[config.mk]
export PLATFORM = sky130hd
export DESIGN_NAME = rhs_port
export DESIGN_NICKNAME = d
export VERILOG_FILES = /design/src/rhs_pkg.sv /design/src/rhs_port.sv
export SDC_FILE = /design/constraint.sdc
export NUM_CORES = 1
export LEC_CHECK = 0
export BUFFER_PORTS_ARGS = -buffer_cell sky130_fd_sc_hd__clkbuf_2
export CAP_MARGIN = 20
export CORE_MARGIN = 2
export CORE_UTILIZATION = 52
export DETAILED_ROUTE_END_ITERATION = 12
export GPL_TIMING_DRIVEN = 0
export PLACE_DENSITY = 0.67
export SLEW_MARGIN = 10
export SYNTH_ARGS = -nofsm -noshare
export SYNTH_HDL_FRONTEND = slang
export SYNTH_SLANG_ARGS = --single-unit
[constraint.sdc]
create_clock -name i_clk -period 2.5 [get_ports i_clk]
set_input_delay 0.375 -clock i_clk [delete_from_list [all_inputs] [get_ports i_clk]]
set_output_delay 0.375 -clock i_clk [all_outputs]
set_load 0.1 [all_outputs]
[src/rhs_pkg.sv]
// Constants shared by the radio host port
package rhs_pkg;
  localparam int          ADDR_W       = 6;
  localparam int          DATA_W       = 8;
  localparam int          TX_EV_W      = 4;
  localparam int          RX_EV_W      = 8;
  localparam int          RX_B_LO      = 4;
  localparam int          CMD_DIR      = 7;
  localparam int          CMD_INC      = 6;
  localparam logic [2:0]  LAST_BIT     = 3'h7;
  localparam logic [5:0]  A_IRQ_CFG    = 6'h05;
  localparam logic [5:0]  A_RX_EN      = 6'h07;
  localparam logic [5:0]  A_RX_ST      = 6'h08;
  localparam logic [5:0]  A_TX_EN      = 6'h0d;
  localparam logic [5:0]  A_TX_ST      = 6'h0e;
  localparam logic [5:0]  A_WK_EN      = 6'h1c;
  localparam logic [5:0]  A_WK_ST      = 6'h1d;
  localparam logic [1:0]  CFG_RST      = 2'h1;
  localparam logic [1:0]  PIN_OSRC     = 2'h3;
  localparam logic [1:0]  PIN_ODRN     = 2'h2;
  localparam logic [1:0]  PIN_CMOS     = 2'h1;
  localparam logic        WAKE_RST     = 1'b1;
  localparam int          S_SCK        = 0;
  localparam int          S_SS         = 1;
  localparam int          S_MOSI       = 2;
  localparam int          S_PD         = 3;
  localparam int          S_BIT        = 4;
  localparam int          S_QUAL       = 5;
  localparam int          SYNC_W       = 6;
  localparam int          CLK_MHZ      = 25;
  localparam int          OSC_START_US = 100;
  localparam int          OSC_START_CYC = OSC_START_US * CLK_MHZ;
  localparam int          BYP_HALF_NS  = 4000;
  localparam int          BYP_HALF_CYC = BYP_HALF_NS * CLK_MHZ / 1000;
  localparam int          CNT_W        = 16;
  typedef enum logic {RHS_CMD, RHS_DATA} rhs_spi_e;
endpackage

[src/rhs_port.sv]
// SPI register port, bit-serial bypass and shared interrupt pin of the radio modem
`timescale 1ns/1ns
module rhs_port #(
  parameter int OSC_CYC  = rhs_pkg::OSC_START_CYC,
  parameter int HALF_CYC = rhs_pkg::BYP_HALF_CYC
) (
  input  wire logic                       i_clk,
  input  wire logic                       i_rst,
  input  wire logic                       i_sck,
  input  wire logic                       i_ss_n,
  input  wire logic                       i_mosi,
  output logic                            o_miso,
  output logic                            o_miso_oe_n,
  input  wire logic                       i_power_down_n,
  output logic                            o_osc_enable,
  input  wire logic                       i_tx_mode,
  input  wire logic                       i_rx_mode,
  input  wire logic                       i_chips64,
  input  wire logic                       i_double_rate,
  input  wire logic [rhs_pkg::TX_EV_W-1:0] i_tx_events,
  input  wire logic [rhs_pkg::RX_EV_W-1:0] i_rx_events,
  output logic                            o_irq,
  output logic                            o_irq_oe_n,
  input  wire logic                       i_bit_serial,
  input  wire logic                       i_bypass_serial_bit,
  output logic                            o_bypass_serial_bit,
  output logic                            o_bypass_serial_bit_oe_n,
  input  wire logic                       i_bypass_bit_qualifier,
  output logic                            o_bypass_bit_qualifier,
  output logic                            o_bypass_bit_qualifier_oe_n,
  input  wire logic                       i_rx_bit,
  input  wire logic                       i_rx_bit_qual,
  output logic                            o_rx_bit_take,
  output logic                            o_tx_bit,
  output logic                            o_tx_bit_qual,
  output logic                            o_tx_bit_stb
);
  import rhs_pkg::*;

  logic [SYNC_W-1:0]  sync1;
  logic [SYNC_W-1:0]  sync2;
  logic               sck_d;
  rhs_spi_e           spi_st;
  rhs_spi_e           next_spi_st;
  logic [2:0]         bit_cnt;
  logic [2:0]         next_bit_cnt;
  logic [7:0]         sh_in;
  logic [7:0]         next_sh_in;
  logic [7:0]         sh_out;
  logic [7:0]         next_sh_out;
  logic               dir;
  logic               next_dir;
  logic               inc;
  logic               next_inc;
  logic [ADDR_W-1:0]  addr;
  logic [ADDR_W-1:0]  next_addr;
  logic [1:0]         cfg;
  logic [1:0]         next_cfg;
  logic [RX_EV_W-1:0] rx_en;
  logic [RX_EV_W-1:0] next_rx_en;
  logic [RX_EV_W-1:0] rx_st;
  logic [RX_EV_W-1:0] next_rx_st;
  logic [TX_EV_W-1:0] tx_en;
  logic [TX_EV_W-1:0] next_tx_en;
  logic [TX_EV_W-1:0] tx_st;
  logic [TX_EV_W-1:0] next_tx_st;
  logic               wk_en;
  logic               next_wk_en;
  logic               wk_st;
  logic               next_wk_st;
  logic               next_miso;
  logic               next_miso_oe_n;
  logic               sck_rise;
  logic               sck_fall;
  logic               ss_act;
  logic [7:0]         byte_in;
  logic               done;
  logic               fetch;
  logic [ADDR_W-1:0]  fetch_addr;
  logic               wr;
  logic [RX_EV_W-1:0] rx_ev;
  logic               irq_req;
  logic               next_irq;
  logic               next_irq_oe_n;
  logic [CNT_W-1:0]   osc_cnt;
  logic [CNT_W-1:0]   next_osc_cnt;
  logic               osc_run;
  logic               next_osc_run;
  logic               wake_set;
  logic [CNT_W-1:0]   div_cnt;
  logic [CNT_W-1:0]   next_div_cnt;
  logic               bclk;
  logic               next_bclk;
  logic               bfall;
  logic               next_bbit;
  logic               next_bqual;
  logic               next_boe_n;
  logic               next_take;
  logic               next_tbit;
  logic               next_tqual;
  logic               next_tstb;

  function automatic logic [7:0] reg_rd(input logic [ADDR_W-1:0] a);
    logic [7:0] v;
    v = 8'h00;
    case (a)
      A_IRQ_CFG: v = {6'h00, cfg};
      A_RX_EN:   v = rx_en;
      A_RX_ST:   v = rx_st;
      A_TX_EN:   v = {4'h0, tx_en};
      A_TX_ST:   v = {4'h0, tx_st};
      A_WK_EN:   v = {7'h00, wk_en};
      A_WK_ST:   v = {7'h00, wk_st};
      default:   v = 8'h00;
    endcase
    return v;
  endfunction

  // Pins cross two flops; edge detection reads only the second stage
  always_ff @(posedge i_clk)
  begin
    sync1 <= {i_bypass_bit_qualifier, i_bypass_serial_bit, i_power_down_n, i_mosi, i_ss_n, i_sck};
    sync2 <= sync1;
    sck_d <= sync2[S_SCK];
  end

  // SPI engine and register file
  always_comb
  begin
    sck_rise   = sync2[S_SCK] & ~sck_d;
    sck_fall   = ~sync2[S_SCK] & sck_d;
    ss_act     = ~sync2[S_SS] & osc_run;
    byte_in    = {sh_in[6:0], sync2[S_MOSI]};
    done       = ss_act & sck_rise & (bit_cnt == LAST_BIT);
    fetch      = done & ((spi_st == RHS_CMD) ? ~byte_in[CMD_DIR] : ~dir);
    fetch_addr = (spi_st == RHS_CMD) ? byte_in[ADDR_W-1:0] :
                 (inc ? addr + 6'h01 : addr);
    wr         = done & (spi_st == RHS_DATA) & dir;
    next_spi_st  = spi_st;
    next_bit_cnt = bit_cnt;
    next_sh_in   = sh_in;
    next_sh_out  = sh_out;
    next_dir     = dir;
    next_inc     = inc;
    next_addr    = addr;
    next_cfg     = cfg;
    next_rx_en   = rx_en;
    next_tx_en   = tx_en;
    next_wk_en   = wk_en;
    next_miso    = o_miso;
    next_miso_oe_n = ~ss_act;
    if (!ss_act)
    begin
      next_spi_st  = RHS_CMD;
      next_bit_cnt = 3'h0;
      next_sh_out  = 8'h00;
      next_miso    = 1'b0;
    end
    else
    begin
      if (sck_rise)
      begin
        next_sh_in   = byte_in;
        next_bit_cnt = bit_cnt + 3'h1;
      end
      if (sck_fall)
      begin
        next_miso   = sh_out[7];
        next_sh_out = {sh_out[6:0], 1'b0};
      end
      if (done && spi_st == RHS_CMD)
      begin
        next_spi_st = RHS_DATA;
        next_dir    = byte_in[CMD_DIR];
        next_inc    = byte_in[CMD_INC];
        next_addr   = byte_in[ADDR_W-1:0];
      end
      else if (done)
        next_addr = fetch_addr;
      if (fetch)
        next_sh_out = reg_rd(fetch_addr);
    end
    // Enables only change by SPI writes, never by mode switches
    if (wr)
    begin
      case (addr)
        A_IRQ_CFG: next_cfg   = byte_in[1:0];
        A_RX_EN:   next_rx_en = byte_in;
        A_TX_EN:   next_tx_en = byte_in[TX_EV_W-1:0];
        A_WK_EN:   next_wk_en = byte_in[0];
        default:   next_cfg   = cfg;
      endcase
    end
    // Serializer B sources are cut off in the wide-code and double-rate modes
    rx_ev = i_rx_events;
    if (i_chips64 || i_double_rate)
      rx_ev[RX_EV_W-1:RX_B_LO] = '0;
    // Set wins over the read clear in the same cycle
    next_rx_st = (rx_st & ~{RX_EV_W{fetch && fetch_addr == A_RX_ST}}) | rx_ev;
    next_tx_st = (tx_st & ~{TX_EV_W{fetch && fetch_addr == A_TX_ST}}) | i_tx_events;
    next_wk_st = (wk_st & ~(fetch && fetch_addr == A_WK_ST)) | wake_set;
  end

  always_ff @(posedge i_clk)
  begin
    if (i_rst)
    begin
      spi_st <= RHS_CMD;
      bit_cnt <= 3'h0;
      sh_in <= 8'h00;
      sh_out <= 8'h00;
      dir <= 1'b0;
      inc <= 1'b0;
      addr <= '0;
      cfg <= CFG_RST;
      rx_en <= '0;
      rx_st <= '0;
      tx_en <= '0;
      tx_st <= '0;
      wk_en <= 1'b0;
      wk_st <= WAKE_RST;
      o_miso <= 1'b0;
      o_miso_oe_n <= 1'b1;
    end
    else
    begin
      spi_st <= next_spi_st;
      bit_cnt <= next_bit_cnt;
      sh_in <= next_sh_in;
      sh_out <= next_sh_out;
      dir <= next_dir;
      inc <= next_inc;
      addr <= next_addr;
      cfg <= next_cfg;
      rx_en <= next_rx_en;
      rx_st <= next_rx_st;
      tx_en <= next_tx_en;
      tx_st <= next_tx_st;
      wk_en <= next_wk_en;
      wk_st <= next_wk_st;
      o_miso <= next_miso;
      o_miso_oe_n <= next_miso_oe_n;
    end
  end

  // Oscillator start timer after power-down release
  always_comb
  begin
    next_osc_cnt = osc_cnt;
    next_osc_run = osc_run;
    wake_set     = 1'b0;
    if (!sync2[S_PD])
    begin
      next_osc_cnt = '0;
      next_osc_run = 1'b0;
    end
    else if (!osc_run)
    begin
      next_osc_cnt = osc_cnt + 16'h0001;
      if (osc_cnt == CNT_W'(OSC_CYC - 1))
      begin
        next_osc_run = 1'b1;
        wake_set     = 1'b1;
      end
    end
  end

  always_ff @(posedge i_clk)
  begin
    if (i_rst)
    begin
      osc_cnt <= '0;
      osc_run <= 1'b0;
      o_osc_enable <= 1'b0;
    end
    else
    begin
      osc_cnt <= next_osc_cnt;
      osc_run <= next_osc_run;
      o_osc_enable <= sync2[S_PD];
    end
  end

  // Bypass bit clock and data; it borrows the interrupt pin
  always_comb
  begin
    bfall        = bclk & (div_cnt == CNT_W'(HALF_CYC - 1));
    next_div_cnt = (div_cnt == CNT_W'(HALF_CYC - 1)) ? '0 : div_cnt + 16'h0001;
    next_bclk    = (div_cnt == CNT_W'(HALF_CYC - 1)) ? ~bclk : bclk;
    if (!i_bit_serial)
    begin
      next_div_cnt = '0;
      next_bclk    = 1'b0;
    end
    next_bbit  = o_bypass_serial_bit;
    next_bqual = o_bypass_bit_qualifier;
    next_boe_n = ~(i_bit_serial & ~i_tx_mode);
    next_take  = 1'b0;
    next_tbit  = o_tx_bit;
    next_tqual = o_tx_bit_qual;
    next_tstb  = 1'b0;
    if (i_bit_serial && bfall && !i_tx_mode)
    begin
      next_bbit  = i_rx_bit;
      next_bqual = i_rx_bit_qual;
      next_take  = 1'b1;
    end
    if (i_bit_serial && bfall && i_tx_mode)
    begin
      next_tbit  = sync2[S_BIT];
      next_tqual = sync2[S_QUAL];
      next_tstb  = 1'b1;
    end
  end

  // Interrupt aggregation and pin drive
  always_comb
  begin
    irq_req = ((|(rx_st & rx_en)) & ~i_tx_mode) |
              ((|(tx_st & tx_en)) & ~i_rx_mode) | (wk_st & wk_en);
    if (i_bit_serial)
    begin
      next_irq      = next_bclk;
      next_irq_oe_n = 1'b0;
    end
    else
    begin
      case (cfg)
        PIN_OSRC:
        begin
          next_irq      = 1'b1;
          next_irq_oe_n = ~irq_req;
        end
        PIN_ODRN:
        begin
          next_irq      = 1'b0;
          next_irq_oe_n = ~irq_req;
        end
        PIN_CMOS:
        begin
          next_irq      = irq_req;
          next_irq_oe_n = 1'b0;
        end
        default:
        begin
          next_irq      = ~irq_req;
          next_irq_oe_n = 1'b0;
        end
      endcase
    end
  end

  always_ff @(posedge i_clk)
  begin
    if (i_rst)
    begin
      div_cnt <= '0;
      bclk <= 1'b0;
      o_bypass_serial_bit <= 1'b0;
      o_bypass_bit_qualifier <= 1'b0;
      o_bypass_serial_bit_oe_n <= 1'b1;
      o_bypass_bit_qualifier_oe_n <= 1'b1;
      o_rx_bit_take <= 1'b0;
      o_tx_bit <= 1'b0;
      o_tx_bit_qual <= 1'b0;
      o_tx_bit_stb <= 1'b0;
      o_irq <= 1'b1;
      o_irq_oe_n <= 1'b1;
    end
    else
    begin
      div_cnt <= next_div_cnt;
      bclk <= next_bclk;
      o_bypass_serial_bit <= next_bbit;
      o_bypass_bit_qualifier <= next_bqual;
      o_bypass_serial_bit_oe_n <= next_boe_n;
      o_bypass_bit_qualifier_oe_n <= next_boe_n;
      o_rx_bit_take <= next_take;
      o_tx_bit <= next_tbit;
      o_tx_bit_qual <= next_tqual;
      o_tx_bit_stb <= next_tstb;
      o_irq <= next_irq;
      o_irq_oe_n <= next_irq_oe_n;
    end
  end
endmodule

==> impl_metrics.json <==
{
  "grt_pass1_wl_um": 19560,
  "status": "finished clean",
  "cp.required_ns": 2.94,
  "pwr-share-comb_pct": 3.1,
  "n_antenna_cell": 0,
  "clkTransAtPathRegs_ns": 0.06,
  "setup_viol": 0,
  "cts_root_buf": "clkbuf_8",
  "slowest_stage": "dfxtp_1",
  "final_cells": 771,
  "antenna_found_initial": 0,
  "max_cap_violations": 0,
  "grt_max_degree": 17,
  "synth_edf_count": 0,
  "final.setup.tns_ns": 0,
  "num_vias": 4230,
  "p_int_mw": 3.382,
  "yosys.cell_types.count": 64,
  "drt_iter0_drc": 256,
  "synth-async-reset-ratio_pct": 0,
  "pre_cts_ws_ns": -0.03826,
  "io_pins": 40,
  "first_pass_iters": 5,
  "synth_most_common_cell": "dfxtp_1",
  "finalHoldViolations": 0,
  "power_density_mw_per_mm2": 718.6,
  "core_sq_mm": 0.009639,
  "fill_cells": 860,
  "place_congestion": 0.9574,
  "cts_tree": "built",
  "p_sw_share_pct": 23.11,
  "worstMarginPinSlew_ns": 0.6329,
  "p_seq_share_pct": 42.5,
  "layout.nets": 660,
  "synthFlopType": "dfxtp_1",
  "clock_latency_ns": 0.51,
  "path_max_fanout": 9,
  "die_w_um": 102.8,
  "die_h_um": 102.8,
  "worstSetupStartpointType": "register",
  "drive_above_1_share_pct": 18.50,
  "peakVddDrop_uv": 530.5,
  "synth-seq-cells": 114,
  "synthTopCellsByArea": "dfxtp_1 (45%), nor2_1 (6.1%), mux2i_1 (5.3%)",
  "max_freq_mhz": 410.1,
  "end_kind": "register",
  "drt-total-wl_um": 12070,
  "wl_per_cell_um": 15.66,
  "crit_type": "register to register",
  "io_buffers": 39,
  "finalInstanceArea_sq_mm": 0.006121,
  "ant_nets": 0,
  "vias_per_cell": 5.486,
  "fin_crit_sh_pct": 97.55,
  "slew_headroom_pct": 57.81,
  "power.static_leakage_nw": 2.385,
  "grt_pass1_vias": 3964,
  "layout_setup_ws_ns": 0.06135,
  "ys_seq_area_share_pct": 44.97,
  "arrival_ns": 2.87,
  "initial_utilization_pct": 52.65,
  "fp-row-count": 36,
  "cts.sinks": 114,
  "p_clk_share_pct": 54.4,
  "hold_class": "input port to register",
  "hpwl_um": 8580,
  "drc_errors": 0,
  "syn_area_per_cell_sq_um": 9.062,
  "syn_to_final_growth_pct": 20.61,
  "p_sw_mw": 1.017,
  "yosys.area.top_type": "dfxtp_1",
  "dpl_cell_area_sq_mm": 0.005436,
  "synth_area_sq_mm": 0.005075,
  "slew_violations": 0,
  "synthesis.nets": 595,
  "fin_crit_ns": 2.439,
  "max_stage_delay_ns": 0.43,
  "ys.warnings.count": 0,
  "total_power_mw": 4.399,
  "crit_chain": "inv_1 > ha_1 > mux2i_1 > a21oi_4 > nor4_1 > a32o_1 > o211ai_4 > o21ai_2",
  "rsz0062_at_grt": "yes",
  "cts_buffers": 17,
  "clockBufferDepth": 2,
  "ctsHtreeMaxLevel": 4,
  "track_usage_pct": 24.19,
  "synth_top_area_share_pct": 44.97,
  "netlist_top_cells_count": "dfxtp_1 (114), nor2_1 (83), nand2_1 (56)",
  "regToRegSetupSlack_ns": 0.06,
  "grt_remaining_overflow": 0,
  "dpl.cell_count": 732,
  "dieArea_sq_mm": 0.01057,
  "fin_skew_ns": 0.01268,
  "netlist_instances": 560
}
cells in the final DEF (no fill, tap or decap), types with 5 or more instances in the layout:
master / count
nand2_1: 56
a22oi_1: 16
and3_1: 12
inv_1: 14
a21oi_1: 36
dfxtp_1: 113
dlygate4sd3_1: 6
nor3_1: 5
nand3_1: 27
mux2_2: 8
xnor2_1: 10
nor2_1: 83
nor2b_1: 5
clkbuf_1: 12
or3_1: 8
o21ai_0: 9
nand2b_1: 5
nor4_1: 5
clkbuf_16: 16
clkbuf_2: 39
nand4_1: 5
ha_1: 8
inv_6: 5
o21ai_2: 7
and2_1: 6
xor2_1: 18
mux2i_1: 27
sequential cells by signal, indices dropped and copies added, names as in the netlist, 2 cells and up:
| name | cells |
|---|---|
| rx_en | 8 |
| sh_out | 8 |
| bit_cnt | 3 |
| tx_st | 4 |
| rx_st | 8 |
| sync1 | 6 |
| tx_en | 4 |
| sh_in | 7 |
| addr | 6 |
| sync2 | 6 |
| cfg | 2 |
| div_cnt | 16 |
| osc_cnt | 16 |
critical path: cells and delay by family (launching register included):
family | cells | cell delay (ns)
buffers and inverters | 1 | 0.10
flip-flops | 1 | 0.43
AO/OA/AOI/OAI | 4 | 0.76
AND/OR/NAND/NOR | 1 | 0.38
adder cells (fa/ha/maj) | 1 | 0.30
multiplexers | 1 | 0.39
cell families after synthesis:
logic type | after synthesis | share of synthesized area (%)
and+or+nand+nor | 241 | 23.64
DFF | 114 | 44.97
AOI/OAI and AO/OA | 98 | 13.68
muxes | 36 | 7.372
buffers and inverters | 33 | 2.884
xor gates and xnor gates | 30 | 5.473
adders and majority gates | 8 | 1.972
stage by stage:
step / hold WS (ns) / utilization, %
3_3_place_gp: 0.3109 / 56.40
5_1_grt: 0.05383 / 63.50
2_1_floorplan: 0.3096 / -
4_1_cts: 0.07104 / 63.14
3_5_place_dp: 0.3121 / 56.40
6_report: 0.07995 / 63.50
cell type report:
class	count	area (sq um)	area share [%]
Multi-Input combinational cell	413	2673	43.66
Timing Repair Buffer	46	262.8	4.293
Buffer	19	93.84	1.533
Clock buffer	19	441.7	7.216
Sequential cell	114	2283	37.31
Clock inverter	13	147.6	2.412
Tap cell	133	166.4	2.719
Inverter	14	52.55	0.8585
worst paths after layout:
kind	startpoint	to	cells after the start
max	addr[1]	sh_out[6]	8
min	i_rx_events[3]	rx_st[3]	3
max reg2reg	addr[1]	sh_out[6]	8
min reg2reg	sync1[0]	sync2[0]	0
timing repair:
item,in CTS,in global routing
setup endpoints to repair,5,17
pin swaps,1,2
gates resized for setup,0,5
hold buffers,6,0
endpoints found under the hold margin,6,0
gates cloned,0,0
setup buffers,0,1
per-layer routing:
metal	wire [um]	track usage (%)	share of wire [%]	up-vias
met3	750	6.983	6.2	10
li1	-	-	-	2096
met5	0	0	0	-
met1	5394	31.51	45	2001
met4	171	6.680	1.4	0
met2	5756	39.47	48	123
power groups by stage:
| stage | logic [mW] | registers (mW) | clock network [mW] |
|---|---|---|---|
| global placement | 0.129 | 1.91 | 0 |
| CTS | 0.138 | 1.87 | 2.41 |
| global route | 0.150 | 1.87 | 2.53 |
| finish | 0.138 | 1.87 | 2.39 |
| floorplan | 0.0620 | 1.92 | 0 |
| detailed placement | 0.130 | 1.91 | 0 |
Power figures use the tool's default switching activity.
